$ cat src/verilog/bc_seq_pkg.sv
// constants, state codes and field layout shared by the message block sequencer
package bc_seq_pkg;
	localparam int WORD_W      = 16;
	localparam int ADDR_W      = 16;
	localparam int FIFO_DEPTH  = 8;
	localparam int CNT_W       = 6;

	// command word fields
	localparam int CMD_RT_MSB  = 15;
	localparam int CMD_RT_LSB  = 11;
	localparam int CMD_TR_BIT  = 10;
	localparam int CMD_SA_MSB  = 9;
	localparam int CMD_SA_LSB  = 5;
	localparam int CMD_WC_MSB  = 4;
	localparam int CMD_WC_LSB  = 0;
	localparam int MODE_DATA_BIT = 4;

	// status word fields
	localparam int STS_RT_MSB  = 15;
	localparam int STS_RT_LSB  = 11;
	localparam int STS_ME_BIT  = 10;
	localparam int STS_IN_BIT  = 9;
	localparam int STS_SR_BIT  = 8;
	localparam int STS_RSV_MSB = 7;
	localparam int STS_RSV_LSB = 5;
	localparam int STS_BC_BIT  = 4;
	localparam int STS_BY_BIT  = 3;
	localparam int STS_SF_BIT  = 2;
	localparam int STS_DB_BIT  = 1;
	localparam int STS_TF_BIT  = 0;

	// control word fields
	localparam int CTL_BUS_A_BIT  = 7;
	localparam int CTL_TEST_BIT   = 6;
	localparam int CTL_MBC_BIT    = 5;
	localparam int CTL_MODE_BIT   = 2;
	localparam int CTL_BCAST_BIT  = 1;
	localparam int CTL_RTRT_BIT   = 0;
	localparam logic [WORD_W-1:0] CTL_LEGACY_MASK = 16'h00e7;

	// block offsets and reset values
	localparam logic [ADDR_W-1:0] OFS_CTRL = 16'h0000;
	localparam logic [ADDR_W-1:0] OFS_CMD1 = 16'h0001;
	localparam logic [WORD_W-1:0] WORD_RST = 16'h0000;
	localparam logic [CNT_W-1:0]  CNT_RST  = 6'h00;
	localparam logic [CNT_W-1:0]  WC_FULL  = 6'h20;

	typedef enum logic [3:0] {
		ST_IDLE      = 4'h0,
		ST_RD_CTRL   = 4'h1,
		ST_RD_CMD1   = 4'h2,
		ST_RD_CMD2   = 4'h3,
		ST_SEND_CMD1 = 4'h4,
		ST_SEND_CMD2 = 4'h5,
		ST_RD_DATA   = 4'h6,
		ST_SEND_DATA = 4'h7,
		ST_TAKE_RX   = 4'h8,
		ST_WR_RX     = 4'h9,
		ST_DONE      = 4'ha
	} seq_state_type;
endpackage : bc_seq_pkg

$ cat src/verilog/word_stream_if.sv
// valid/ready word stream between the sequencer and its receive buffer
interface word_stream_if #(parameter int W = 16) ();
	logic         valid;
	logic         ready;
	logic [W-1:0] data;
	modport source (output valid, output data, input ready);
	modport sink   (input valid, input data, output ready);
endinterface : word_stream_if

$ cat src/verilog/word_fifo.sv
// flip-flop fifo for received bus words
module word_fifo
	import bc_seq_pkg::*;
#(
	parameter int WIDTH = WORD_W,
	parameter int DEPTH = FIFO_DEPTH
)(
	input  wire logic   clock,
	input  wire logic   rst_n,
	input  wire logic   en,
	word_stream_if.sink   in_s,
	word_stream_if.source out_s
);
	localparam int PW = $clog2(DEPTH);

	// pointer arithmetic relies on wrap at a power of two
	if (DEPTH < 2 || (1 << PW) != DEPTH)
		$error("word_fifo: DEPTH must be a power of two, at least 2");

	logic [WIDTH-1:0] mem_reg  [DEPTH];
	logic [WIDTH-1:0] mem_next [DEPTH];
	logic [PW:0]      wr_reg, wr_next, rd_reg, rd_next;
	logic             full, empty, push, pop;

	// extra pointer bit tells full from empty
	assign empty       = (wr_reg == rd_reg);
	assign full        = (wr_reg[PW] != rd_reg[PW]) && (wr_reg[PW-1:0] == rd_reg[PW-1:0]);
	assign in_s.ready  = en && !full;
	assign out_s.valid = en && !empty;
	assign out_s.data  = mem_reg[rd_reg[PW-1:0]];
	assign push        = in_s.valid && in_s.ready;
	assign pop         = out_s.valid && out_s.ready;

	// next storage and pointers
	always_comb
	begin
		wr_next = push ? wr_reg + 1'b1 : wr_reg;
		rd_next = pop ? rd_reg + 1'b1 : rd_reg;
		for (int i = 0; i < DEPTH; i++)
		begin
			mem_next[i] = mem_reg[i];
			if (push && wr_reg[PW-1:0] == PW'(i))
				mem_next[i] = in_s.data;
		end
	end

	// storage needs no reset, pointers do
	always_ff @(posedge clock)
	begin
		if (!rst_n)
		begin
			wr_reg <= '0;
			rd_reg <= '0;
		end
		else if (en)
		begin
			wr_reg <= wr_next;
			rd_reg <= rd_next;
		end
		if (en)
			mem_reg <= mem_next;
	end
endmodule : word_fifo

$ cat src/verilog/bc_message_block_sequencer.sv
// legacy controller message block sequencer: fetch, send, store per message format
// How it works
// - every standard transfer format is sequenced, normal and broadcast variants
// - word order of a block is chosen from control word format bits, command bit 10 and, for mode commands, bit 4
// - control, commands and transmit data are fetched in block order
// - received words are written to the next contiguous block locations
// - offset zero of every block is taken as the control word
// - command bits 15..11 hold terminal address, bit 10 transmit/receive
// - command bits 9..5 hold subaddress or mode indicator, bit 9 msb
// - command bits 4..0 hold word count or mode code, bit 0 lsb
// - status bits 15..11 address, 10 message error, 9 instr, 8 service
// - status 7..5 reserved, 4 broadcast, 3 busy, 2 subsys, 1 dynbus, 0 flag
// - terminal-to-controller: ctrl, tx command, loopback, status, data in order
// - control word is never sent on the bus
// - without expanded option only control bits 7,6,5,2,1,0 are kept
module bc_message_block_sequencer
	import bc_seq_pkg::*;
(
	input  wire logic              clock,
	input  wire logic              rst_n,
	input  wire logic              en,
	input  wire logic              expanded_ctrl,
	input  wire logic              start,
	input  wire logic [ADDR_W-1:0] block_addr,
	output logic                   busy,
	output logic                   done,
	output logic                   mem_req,
	output logic                   mem_we,
	output logic      [ADDR_W-1:0] mem_addr,
	output logic      [WORD_W-1:0] mem_wdata,
	input  wire logic              mem_ack,
	input  wire logic [WORD_W-1:0] mem_rdata,
	output logic                   tx_valid,
	input  wire logic              tx_ready,
	output logic      [WORD_W-1:0] tx_data,
	output logic                   tx_is_cmd,
	input  wire logic              rx_valid,
	output logic                   rx_ready,
	input  wire logic [WORD_W-1:0] rx_data,
	output logic                   ctrl_bus_a,
	output logic                   ctrl_self_test,
	output logic                   ctrl_mask_bcast,
	output logic      [4:0]        cmd_rt_addr,
	output logic                   cmd_tr,
	output logic      [4:0]        cmd_subaddr,
	output logic      [4:0]        cmd_count,
	output logic      [4:0]        sts_rt_addr,
	output logic                   sts_msg_error,
	output logic                   sts_instr,
	output logic                   sts_srv_req,
	output logic      [2:0]        sts_reserved,
	output logic                   sts_bcast_rcvd,
	output logic                   sts_busy,
	output logic                   sts_subsys_flag,
	output logic                   sts_dyn_bus_acc,
	output logic                   sts_term_flag
);
	// data word count, zero meaning thirty-two
	function automatic logic [CNT_W-1:0] word_count(input logic [WORD_W-1:0] c);
		return (c[CMD_WC_MSB:CMD_WC_LSB] == 5'h00) ? WC_FULL : {1'b0, c[CMD_WC_MSB:CMD_WC_LSB]};
	endfunction : word_count

	// {transmit data words, received words} for a format
	function automatic logic [2*CNT_W-1:0] plan(input logic [WORD_W-1:0] ctl,
		input logic [WORD_W-1:0] cmd);
		logic [CNT_W-1:0] wc, ntx, nrx;
		logic             tr, bc, md;
		wc  = word_count(cmd);
		tr  = cmd[CMD_TR_BIT];
		bc  = ctl[CTL_BCAST_BIT];
		md  = cmd[MODE_DATA_BIT];
		ntx = CNT_RST;
		nrx = CNT_RST;
		if (ctl[CTL_MODE_BIT])
		begin
			ntx = (md && !tr) ? 6'h01 : 6'h00;
			nrx = bc ? 6'h01 : ((md && tr) ? 6'h03 : 6'h02);
		end
		else if (ctl[CTL_RTRT_BIT])
			nrx = bc ? wc + 6'h02 : wc + 6'h03;
		else if (tr)
			nrx = wc + 6'h02;
		else
		begin
			ntx = wc;
			nrx = bc ? 6'h01 : 6'h02;
		end
		return {ntx, nrx};
	endfunction : plan

	// is received word number idx an rt status word
	function automatic logic is_status(input logic [WORD_W-1:0] ctl,
		input logic [CNT_W-1:0] idx, input logic [CNT_W-1:0] nrx);
		logic first, last;
		first = (idx == 6'h01) && (!ctl[CTL_BCAST_BIT] || ctl[CTL_RTRT_BIT]);
		last  = ctl[CTL_RTRT_BIT] && !ctl[CTL_BCAST_BIT] && (idx == nrx - 6'h01);
		return first || last;
	endfunction : is_status

	seq_state_type     state_reg, state_next;
	logic [ADDR_W-1:0] base_reg, base_next, addr_reg, addr_next;
	logic [WORD_W-1:0] ctrl_reg, ctrl_next, cmd1_reg, cmd1_next, cmd2_reg, cmd2_next;
	logic [WORD_W-1:0] txw_reg, txw_next, rxw_reg, rxw_next, sts_reg, sts_next;
	logic [CNT_W-1:0]  txl_reg, txl_next, nrx_reg, nrx_next, idx_reg, idx_next;
	logic [2*CNT_W-1:0] cur_plan;
	logic              mem_fire, tx_fire, rx_fire;

	word_stream_if #(.W(WORD_W)) rx_in ();
	word_stream_if #(.W(WORD_W)) rx_out ();

	// bus words are buffered so a slow memory port back-pressures the link
	word_fifo #(.WIDTH(WORD_W), .DEPTH(FIFO_DEPTH)) u_rx_fifo (
		.clock (clock),
		.rst_n (rst_n),
		.en    (en),
		.in_s  (rx_in.sink),
		.out_s (rx_out.source)
	);

	assign rx_in.valid  = rx_valid;
	assign rx_in.data   = rx_data;
	assign rx_ready     = rx_in.ready;
	assign rx_out.ready = en && (state_reg == ST_TAKE_RX);
	assign rx_fire      = rx_out.valid && rx_out.ready;

	// handshakes are ignored while the clock enable is low
	assign mem_req   = en && (state_reg inside {ST_RD_CTRL, ST_RD_CMD1, ST_RD_CMD2,
		ST_RD_DATA, ST_WR_RX});
	assign mem_we    = (state_reg == ST_WR_RX);
	assign mem_fire  = mem_req && mem_ack;
	assign tx_valid  = en && (state_reg inside {ST_SEND_CMD1, ST_SEND_CMD2, ST_SEND_DATA});
	assign tx_fire   = tx_valid && tx_ready;
	assign tx_is_cmd = (state_reg != ST_SEND_DATA);
	assign mem_addr  = addr_reg;
	assign mem_wdata = rxw_reg;
	assign tx_data   = txw_reg;
	assign busy      = (state_reg != ST_IDLE);
	assign done      = (state_reg == ST_DONE);
	assign cur_plan  = plan(ctrl_reg, cmd1_reg);

	// control and command field views
	assign ctrl_bus_a      = ctrl_reg[CTL_BUS_A_BIT];
	assign ctrl_self_test  = ctrl_reg[CTL_TEST_BIT];
	assign ctrl_mask_bcast = ctrl_reg[CTL_MBC_BIT];
	assign cmd_rt_addr     = cmd1_reg[CMD_RT_MSB:CMD_RT_LSB];
	assign cmd_tr          = cmd1_reg[CMD_TR_BIT];
	assign cmd_subaddr     = cmd1_reg[CMD_SA_MSB:CMD_SA_LSB];
	assign cmd_count       = cmd1_reg[CMD_WC_MSB:CMD_WC_LSB];

	// last stored status word, decoded
	assign sts_rt_addr     = sts_reg[STS_RT_MSB:STS_RT_LSB];
	assign sts_msg_error   = sts_reg[STS_ME_BIT];
	assign sts_instr       = sts_reg[STS_IN_BIT];
	assign sts_srv_req     = sts_reg[STS_SR_BIT];
	assign sts_reserved    = sts_reg[STS_RSV_MSB:STS_RSV_LSB];
	assign sts_bcast_rcvd  = sts_reg[STS_BC_BIT];
	assign sts_busy        = sts_reg[STS_BY_BIT];
	assign sts_subsys_flag = sts_reg[STS_SF_BIT];
	assign sts_dyn_bus_acc = sts_reg[STS_DB_BIT];
	assign sts_term_flag   = sts_reg[STS_TF_BIT];

	// sequencing: one walk through the block, address advancing per word
	always_comb
	begin
		state_next = state_reg;
		base_next  = base_reg;
		addr_next  = addr_reg;
		ctrl_next  = ctrl_reg;
		cmd1_next  = cmd1_reg;
		cmd2_next  = cmd2_reg;
		txw_next   = txw_reg;
		rxw_next   = rxw_reg;
		sts_next   = sts_reg;
		txl_next   = txl_reg;
		nrx_next   = nrx_reg;
		idx_next   = idx_reg;
		unique case (state_reg)
			ST_IDLE:
				if (start)
				begin
					base_next  = block_addr;
					addr_next  = block_addr + OFS_CTRL;
					state_next = ST_RD_CTRL;
				end
			ST_RD_CTRL:
				if (mem_fire)
				begin
					// without the expanded option unused bits are dropped so they cannot steer anything
					ctrl_next  = expanded_ctrl ? mem_rdata : (mem_rdata & CTL_LEGACY_MASK);
					addr_next  = addr_reg + 16'h0001;
					state_next = ST_RD_CMD1;
				end
			ST_RD_CMD1:
				if (mem_fire)
				begin
					cmd1_next  = mem_rdata;
					txw_next   = mem_rdata;
					addr_next  = addr_reg + 16'h0001;
					state_next = ctrl_reg[CTL_RTRT_BIT] ? ST_RD_CMD2 : ST_SEND_CMD1;
				end
			ST_RD_CMD2:
				if (mem_fire)
				begin
					cmd2_next  = mem_rdata;
					txw_next   = cmd1_reg;
					addr_next  = addr_reg + 16'h0001;
					state_next = ST_SEND_CMD1;
				end
			ST_SEND_CMD1:
				if (tx_fire)
				begin
					txl_next = cur_plan[2*CNT_W-1:CNT_W];
					nrx_next = cur_plan[CNT_W-1:0];
					idx_next = CNT_RST;
					txw_next = cmd2_reg;
					if (ctrl_reg[CTL_RTRT_BIT])
						state_next = ST_SEND_CMD2;
					else if (cur_plan[2*CNT_W-1:CNT_W] != CNT_RST)
						state_next = ST_RD_DATA;
					else
						state_next = ST_TAKE_RX;
				end
			ST_SEND_CMD2:
				if (tx_fire)
					state_next = ST_TAKE_RX;
			ST_RD_DATA:
				if (mem_fire)
				begin
					txw_next   = mem_rdata;
					addr_next  = addr_reg + 16'h0001;
					state_next = ST_SEND_DATA;
				end
			ST_SEND_DATA:
				if (tx_fire)
				begin
					txl_next   = txl_reg - 6'h01;
					state_next = (txl_reg == 6'h01) ? ST_TAKE_RX : ST_RD_DATA;
				end
			ST_TAKE_RX:
				if (rx_fire)
				begin
					rxw_next   = rx_out.data;
					state_next = ST_WR_RX;
				end
			ST_WR_RX:
				if (mem_fire)
				begin
					if (is_status(ctrl_reg, idx_reg, nrx_reg))
						sts_next = rxw_reg;
					addr_next  = addr_reg + 16'h0001;
					idx_next   = idx_reg + 6'h01;
					state_next = (idx_reg + 6'h01 == nrx_reg) ? ST_DONE : ST_TAKE_RX;
				end
			ST_DONE:
				state_next = ST_IDLE;
			default:
				state_next = ST_IDLE;
		endcase
	end

	// registers, frozen while the clock enable is low
	always_ff @(posedge clock)
	begin
		if (!rst_n)
		begin
			state_reg <= ST_IDLE;
			base_reg  <= '0;
			addr_reg  <= '0;
			ctrl_reg  <= WORD_RST;
			cmd1_reg  <= WORD_RST;
			cmd2_reg  <= WORD_RST;
			txw_reg   <= WORD_RST;
			rxw_reg   <= WORD_RST;
			sts_reg   <= WORD_RST;
			txl_reg   <= CNT_RST;
			nrx_reg   <= CNT_RST;
			idx_reg   <= CNT_RST;
		end
		else if (en)
		begin
			state_reg <= state_next;
			base_reg  <= base_next;
			addr_reg  <= addr_next;
			ctrl_reg  <= ctrl_next;
			cmd1_reg  <= cmd1_next;
			cmd2_reg  <= cmd2_next;
			txw_reg   <= txw_next;
			rxw_reg   <= rxw_next;
			sts_reg   <= sts_next;
			txl_reg   <= txl_next;
			nrx_reg   <= nrx_next;
			idx_reg   <= idx_next;
		end
	end
endmodule : bc_message_block_sequencer

$ cat config.mk
export PLATFORM = sky130hd
export DESIGN_NAME = bc_message_block_sequencer
export DESIGN_NICKNAME = d
export VERILOG_FILES = /design/src/verilog/bc_seq_pkg.sv /design/src/verilog/word_stream_if.sv /design/src/verilog/word_fifo.sv /design/src/verilog/bc_message_block_sequencer.sv
export SDC_FILE = /design/constraint.sdc
export NUM_CORES = 1
export LEC_CHECK = 0
export BUFFER_PORTS_ARGS = -buffer_cell sky130_fd_sc_hd__buf_2
export CORE_MARGIN = 2
export CORE_UTILIZATION = 55
export CTS_CLUSTER_DIAMETER = 80
export DETAILED_ROUTE_END_ITERATION = 8
export PLACE_DENSITY_LB_ADDON = 0.1
export SETUP_SLACK_MARGIN = 0.02
export SLEW_MARGIN = 20
export SYNTH_ARGS = -nofsm -noshare
export SYNTH_HDL_FRONTEND = slang
export SYNTH_SLANG_ARGS = --single-unit
$ cat constraint.sdc
create_clock -name clock -period 3.1 [get_ports clock]
set_clock_uncertainty 0.05 [all_clocks]
set_input_delay 0.62 -clock clock [delete_from_list [all_inputs] [get_ports clock]]
set_output_delay 0.62 -clock clock [all_outputs]
set_load 0.005 [all_outputs]
## Yosys cells after proc, flatten, opt, wreduce, memory -nomap -nowiden

Index checks and enable logic that the tools add are counted.

| storage, ports and cells | value |
|---|---|
| bits in registers | 262 |
| bits of input ports | 56 |
| output and inout bits | 90 |
| logic and storage cells | 176 |

| cells by class | value |
|---|---|
| add/subtract/negate cells | 8 |
| magnitude comparators | 1 |
| eq/ne operators | 37 |
| multiplexer cells | 45 |
| bitwise gates (word level) | 1 |
| reduce and logical (&&, ||, !) cells | 63 |

Operator list:

| cell | number |
|---|---|
| two-way mux 16 bit | 7 |
| two-way mux 6 bit | 12 |
| two-way mux 4 bit | 13 |
| binary-select mux 16 bit (select 3 bit) | 1 |
| case mux 16 bit (3 select lines) | 1 |
| case mux 4 bit (10 select lines) | 1 |
| case mux 16 bit (2 select lines) | 1 |
| case mux 6 bit (2 select lines) | 2 |
| logical AND 1 bit | 23 |
| AND reduction 2 bit | 10 |
| adder 16 x 1 -> 16 bit, second input constant | 1 |
| equality test 4 x 3 -> 1 bit, second input constant | 4 |
| != test 2 bit, second input constant | 8 |
| AND reduction 4 bit | 4 |
| AND reduction 3 bit | 5 |
| adder 6 x 2 -> 6 bit, second input constant | 2 |
| equality test 3 bit, second input constant | 4 |
| equality test 4 bit, second input constant | 3 |
| equality test 6 x 1 -> 1 bit, second input constant | 2 |
| equality test 6 bit | 2 |
| subtractor 6 x 1 -> 6 bit, second input constant | 2 |
| AND reduction 11 bit | 1 |
| adder 4 x 1 -> 4 bit, second input constant | 2 |
| equality test 4 x 2 -> 1 bit, second input constant | 2 |
| 28 further kinds | 42 |

## Logic depth before layout (Yosys ltp)

Gate-level depths: netlist of the first run.

| logic depth | value |
|---|---|
| depth in word-level cells | 10 |
| depth in mapped cells | 9 |
| gate-level depth less buffers | 8 |

## Cells and area by module

A second synthesis of the first run with hierarchy kept.

| second synthesis, totals | value |
|---|---|
| cells, all modules | 1,015 |
| area total of the unflattened synthesis | 11,637.4 µm² |

Modules (own cells, without submodules):

| module | times used | cells each | area each (µm²) | seq. area each (µm²) |
|---|---|---|---|---|
| bc_message_block_sequencer | 1 | 764 | 6,164.7 | 2,482.4 |
| word_fifo | 1 | 251 | 5,472.7 | 4,003.8 |

## Worst setup path after synthesis of the first run

Ideal clock, no wire load.

| timing | value |
|---|---|
| path type | input -> register |
| from | in en |
| to | reg u_rx_fifo.mem_reg[16] (netlist bit) (enable) |
| setup time | 0.374 ns |
| arrival | 1.950 ns |
| required time | 2.676 ns |
| slack | 0.726 ns |
| stages | 5 |
| path buffers | 1 |
| path through | inv_1 > a41oi_1 > and2_1 > clkbuf_1 > and3_1 |

| between the ends | value |
|---|---|
| cells in the longest elaborated chain, start to end | 4 |

RTL lines:

| element | line | RTL |
|---|---|---|
| start, declared | bc_message_block_sequencer.sv:21 | `input wire logic en,` |
| logical AND 1 bit | word_fifo.sv:28 | `assign in_s.ready = en && !full;` |
| net rx_ready | bc_message_block_sequencer.sv:38 | `output logic rx_ready,` |
| logical AND 1 bit | word_fifo.sv:31 | `assign push = in_s.valid && in_s.ready;` |
| logical AND 1 bit | word_fifo.sv:42 | `if (push && wr_reg[PW-1:0] == PW'(i))` |
| AND reduction 2 bit (no source line) | - |  |
| end signal, assigned | word_fifo.sv:61 | `mem_reg <= mem_next;` |
| end, declared | word_fifo.sv:20 | `logic [WIDTH-1:0] mem_reg [DEPTH];` |

The timed path passes the listed nets, and every way through them passes these cells.
A chain may end at the register's enable or synchronous reset.

## Worst setup path after layout of the first run

| timing | value |
|---|---|
| from | reg nrx_reg[0] |
| to | reg sts_reg[13] |

| between the ends | value |
|---|---|
| cells in the longest elaborated chain, start to end | 5 |

RTL lines:

| element | line | RTL |
|---|---|---|
| start, declared | bc_message_block_sequencer.sv:104 | `logic [CNT_W-1:0] txl_reg, txl_next, nrx_reg, nrx_next, idx_reg, idx_next;` |
| start signal, assigned | bc_message_block_sequencer.sv:291 | `nrx_reg <= nrx_next;` |
| subtractor 6 x 1 -> 6 bit | bc_message_block_sequencer.sv:96 | `last = ctl[CTL_RTRT_BIT] && !ctl[CTL_BCAST_BIT] && (idx == nrx - 6'h01);` |
| equality test 6 bit | bc_message_block_sequencer.sv:96 |  |
| logical AND 1 bit | bc_message_block_sequencer.sv:96 |  |
| logical OR 1 bit | bc_message_block_sequencer.sv:97 | `return first \|\| last;` |
| AND reduction 4 bit (no source line) | - |  |
| end signal, assigned | bc_message_block_sequencer.sv:289 | `sts_reg <= sts_next;` |
| end, declared | bc_message_block_sequencer.sv:103 | `logic [WORD_W-1:0] txw_reg, txw_next, rxw_reg, rxw_next, sts_reg, sts_next;` |

No other way between the ends.

==> metrics.csv, run 1 <==
metric,value,unit
Clock Sinks,260,
Worst-Margin Slew,890.7,ps
vias in the first global route,7817,
path type of the worst min-delay path,in2reg,
cells resized by post-CTS repair,0,
DR vias/cell,5.768,
max-slew violations,0,
max frequency,348.4,MHz
yosys warns,0,
Rel. slew slack,40.42,%
Post-synth top flop,dfxtp_1,
Synth Area per Inst,11.45,µm²
worst r2r src,nrx_reg[0],
final WL,26300,µm
I/O pins,146,
Initial Util,56.05,%
Synth top area share,33.78,%
initial antenna violation count,1,
Max Root-Sink Buffers,3,
most instantiated cells after synthesis,"nor2_1, dfxtp_1, edfxtp_1",
leak pwr,4.819,nW
Crit Path Max Fanout,10,
CP required,3460,ps
Final ANT Viol Nets,0,
Core ar.,20300,µm²
global placement routability congestion,0.8327,
Initial DRC Count,474,
Detail Placement HPWL,16960,µm
total number of vias,8243,
final net count,1209,
final hold vios,0,
port bufs,144,
Critical-path top delay cell,o41ai_4,
Synth area leader,edfxtp_1,
Clock Tree Root,clkbuf_16,
status,completed,
Post-synth ARST share,0,%
Mapped Area,11380,µm²
maxcap violations,0,
crit path DAT,3230,ps
CP startpoint kind,register,
Initial DRT Pass Iterations,5,
Die X-Extent,147.8,µm
worst-path cell chain,"inv_1, ha_1, xor2_1, o21ai_0, a21oi_1, o41ai_4, buf_4, mux2i_1, nor2_1",
Post-synth EDFFs,128,
setup TNS,0,ps
top-count cell post-synth,nor2_1,
largest net degree at the start of global routing,53,
Die Area,21850,µm²
period utilization,92.59,%
Final Power,7.805,mW
post-synth cell types,65,
# rows,52,
Crit path largest cell delay,880,ps
setup bufs post-CTS,0,
Area Overhead vs Synth,17.35,%
Total GRT Usage,23.72,%
Die H,147.8,µm
number of synthesized register bits,260,
H-tree depth,1,
"IR drop worst, VDD",0.6298,mV
grt ovf,0,
layout cells sized above 1,23.49,%
WL per Instance,18.41,µm
CTS tree,built,
RSZ-0062 raised after global routing,false,
Skew-Pair Late Insertion Delay,520,ps
Synth area leaders,"edfxtp_1, dfxtp_1, mux4_2",
Post-CTS Hold Buffers,0,
area of the multi-input gates,4536,µm²
Setup crit end kind,register,
Fill cells,1608,
Worst-path clk slew,60,ps
DRC viols,0,
worst setup path start,nrx_reg[0],
Hold Startpoint,block_addr[0],
Syn Nets,1065,
Reg area,6487,µm²
Setup CP Type,reg2reg,
minimum clock period,2870,ps
max FFs per register,128,
"Seq/Total Area, Yosys",57.01,%
first-pass GRT wire length,41410,µm
cts bufs inserted,26,
Pwr Density,584.6,nW/µm²
endpoints failing setup,0,
Mapped Cells,994,
==> critical path: cells and delay by family (launching register included) <==
family	cells	cell delay [ps]
AOI/OAI and AO/OA	3	1120
buffers and inverters	2	460
DFF	1	420
adders and majority gates	1	260
muxes	1	240
xor gates and xnor gates	1	150
and+or+nand+nor	1	50
==> worst paths after layout <==
kind | endpoint | slack (ps) | cells past startpoint
max | sts_reg[13] | 230 | 9
min | mem_addr[0] | 310 | 3
max reg2reg | sts_reg[13] | 230 | 9
min reg2reg | cmd1_reg[11] | 420 | 2
==> cell type report <==
cell class / instances / area share, %
Antenna cell: 1 / 0.01874
Clock inverter: 10 / 0.7778
Clock buffer: 38 / 5.819
Inverter: 21 / 0.6091
Tap cell: 270 / 2.530
Sequential cell: 260 / 48.59
Multi-Input combinational cell: 646 / 33.97
Timing Repair Buffer: 183 / 7.684
==> per-layer routing <==
layer  wire length [µm]  track usage, %  share of wire (%)  vias up
li1                   -               -                  -     3964
met1              11380           31.59                 43     4008
met2              13020           40.79                 49      220
met3               1304           3.426                5.0       49
met4                598           6.905                2.3        2
met5                  7               0              0.027        -
==> where the power goes <==
| part | internal, mW | switching [mW] |
|---|---|---|
| Clock | 1.90 | 1.27 |
| Combinational | 0.328 | 0.527 |
| Sequential | 3.70 | 0.0820 |
==> placed cells by master (no fill, tap or decap), drive strengths merged, types with 4 or more instances in the layout <==
cell and instances:
nor3b 5, ha 15, a22oi 22, xnor2 12, nand2 88, o31ai 4
clkinv 7, a31oi 5, nand3b 7, mux4 32, a21oi 60, nor2b 7
a32oi 4, nand4 4, a311oi 17, nor2 136, a211oi 25, nor4 5
inv 21, and3 14, nor3 14, edfxtp 128, o21ai 28, mux2i 56
nand2b 4, or3 6, nand3 15, dfxtp 132, clkbuf 38, o2111ai 5
and2 6, a21o 4, buf 183, xor2 11
==> per-stage QoR <==
stage	worst slack (ps)	instances	hold WS, ps	cell area, µm²	util [%]
2_1_floorplan	726.0	994	393.3	11380	-
5_1_grt	31.24	1428	314.4	13350	65.76
6_report	229.8	1429	307.7	13350	65.77
4_1_cts	242.2	1428	289.0	13350	65.76
3_3_place_gp	291.0	1380	405.5	12470	61.42
3_5_place_dp	255.9	1380	408.6	12470	61.42
==> cell families (layout without fill, tap and decap cells) <==
group	after synthesis	in the layout	synth area share, %
simple gates	321	321	13.13
mux	88	88	11.26
buf+inv	88	252	3.299
flops	260	260	57.01
fa+ha+maj	15	15	1.650
xor+xnor	23	23	1.771
compound gates	199	199	11.88
other cells	0	1	0
No activity file was read; power rests on OpenSTA's default activity.
==> run 2, diff against run 1 <==
CORE_ASPECT_RATIO = 1.75   (was default)
REMOVE_ABC_BUFFERS = 1   (was default)
TNS_END_PERCENT = 20   (was default)
==> run 2 against run 1 <==
Compared with the run above: critical path depth down 4; via count down 0.32%; flip-flop and latch count unchanged; cell area decreased by 0.56%; critical endpoint is now tx_is_cmd; critical path type is now reg2out; sequential power about the same; total power down 2.5%; final cell count fell by 1.5%; first-iteration DRC count increased by 18%; worst setup slack better by 90 ps.
==> metrics.csv, run 2 (same netlist as run 1, synthesis figures left out) <==
metric,value,unit
cts bufs inserted,24,
max-slew violations,0,
DR vias/cell,5.840,
Post-CTS Hold Buffers,0,
Sw Pwr,1.862,mW
crit path DAT,2110,ps
Core ar.,20290,µm²
# rows,69,
layout cells sized above 1,23.34,%
Crit Path Max Fanout,12,
I/O pins,146,
switching share of power,24.47,%
maxcap violations,0,
initial antenna violation count,2,
Max Root-Sink Buffers,3,
Setup crit end kind,output pin,
Initial DRC Count,560,
Clock Tree Root,clkbuf_16,
Clock Sinks,260,
Pwr Density,573.1,nW/µm²
Area Overhead vs Synth,16.69,%
share of power burned in combinational logic,11.5,%
Initial Util,56.08,%
final net count,1210,
Reg area,6487,µm²
port bufs,144,
Total GRT Usage,23.57,%
met2 usage,44.05,%
period utilization,89.67,%
vias in the first global route,8018,
Skew-Pair Late Insertion Delay,520,ps
CP startpoint kind,register,
Final Power,7.609,mW
met1 Resource Use GR,27.50,%
Setup CP Type,reg2out,
Worst-Margin Slew,737.9,ps
"commonest non-fill, non-tap cells in the layout","buf_2, nor2_1, dfxtp_1",
CP required,2430,ps
first-pass GRT wire length,41640,µm
final WL,26640,µm
Worst-path clk slew,70,ps
Initial DRT Pass Iterations,6,
max FFs per register,128,
total number of vias,8217,
final hold vios,0,
Die Area,21900,µm²
path type of the worst min-delay path,in2reg,
Final ANT Viol Nets,0,
Fill cells,1658,
"IR drop worst, VDD",0.6063,mV
grt met3 use,3.095,%
setup bufs post-CTS,0,
Reg power frac,49.7,%
H-tree depth,1,
WL per Instance,18.93,µm
status,completed,
RSZ-0062 raised after global routing,false,
setup TNS,0,ps
internal power,5.748,mW
max frequency,359.7,MHz
most used routing layer,met2,
grt ovf,0,
largest net degree at the start of global routing,54,
clock share of power,38.9,%
Detail Placement HPWL,17440,µm
area of the multi-input gates,4542,µm²
minimum clock period,2780,ps
CTS tree,built,
cells resized by post-CTS repair,0,
DRC viols,0,
global placement routability congestion,0.9020,
endpoints failing setup,0,
"most common cell after layout, fill and taps aside",buf_2,
Die X-Extent,112.7,µm
Rel. slew slack,50.69,%
Die H,194.3,µm
leak pwr,4.807,nW
run 2: cell types whose count changed in the layout (fill, tap and decap cells not counted), moves of 2 or more:
| cell | before | now |
|---|---|---|
| buf_4 | 38 | 40 |
| clkinv_1 | 3 | 1 |
| clkinv_2 | 4 | 1 |
| clkbuf_8 | 6 | 4 |
| clkbuf_1 | 5 | 7 |
run 2: power groups by stage:
stage / Combinational, mW / Sequential, mW / Clock [mW]
detailed placement: 0.870 / 3.85 / 0
CTS: 0.875 / 3.78 / 3.01
global placement: 0.860 / 3.85 / 0
floorplan: 0.493 / 3.87 / 0
global route: 0.970 / 3.79 / 3.14
finish: 0.874 / 3.78 / 2.96
run 2: stage by stage:
stage / area (µm²) / hold slack, ps / setup slack [ps] / utilization (%) / cells
3_3_place_gp: 12460 / 405.8 / 191.9 / 61.42 / 1360
4_1_cts: 13260 / 297.7 / 121.0 / 65.36 / 1404
3_5_place_dp: 12460 / 409.7 / 142.9 / 61.42 / 1360
6_report: 13280 / 311.3 / 320.1 / 65.44 / 1407
5_1_grt: 13280 / 308.1 / 201.9 / 65.44 / 1407
2_1_floorplan: 11080 / 393.3 / -868.9 / - / 927
run 2: final timing paths:
| path | end | slack [ps] | cells after the start | start |
|---|---|---|---|---|
| worst max-delay path | tx_is_cmd | 320 | 5 | state_reg[3] |
| worst max register to register | sts_reg[11] | 440 | 9 | nrx_reg[0] |
| worst min-delay path | u_rx_fifo.mem_reg[34] | 310 | 1 | rx_data[2] |
| worst min register to register | cmd1_reg[8] | 420 | 2 | cmd1_reg[8] |
run 2: per-layer routing:
metal	wire, µm	share of wire (%)	vias up
met2	14500	54	194
met3	1120	4.2	52
li1	-	-	3964
met5	0	0	-
met4	718	2.7	0
met1	10300	39	4007
run 2: area by class of cell:
type / count / area share, %
Multi-Input combinational cell: 646 / 34.21
Tap cell: 248 / 2.337
Inverter: 21 / 0.6126
Antenna cell: 2 / 0.03770
Sequential cell: 260 / 48.86
Clock buffer: 38 / 5.551
Clock inverter: 6 / 0.4618
Timing Repair Buffer: 186 / 7.926
run 2: critical path, stage by stage (launching register included):
cell and delay (ps):
dfxtp_1 320, buf_4 180, nand2b_1 230, nor2_1 330, clkinv_1 310, buf_2 220
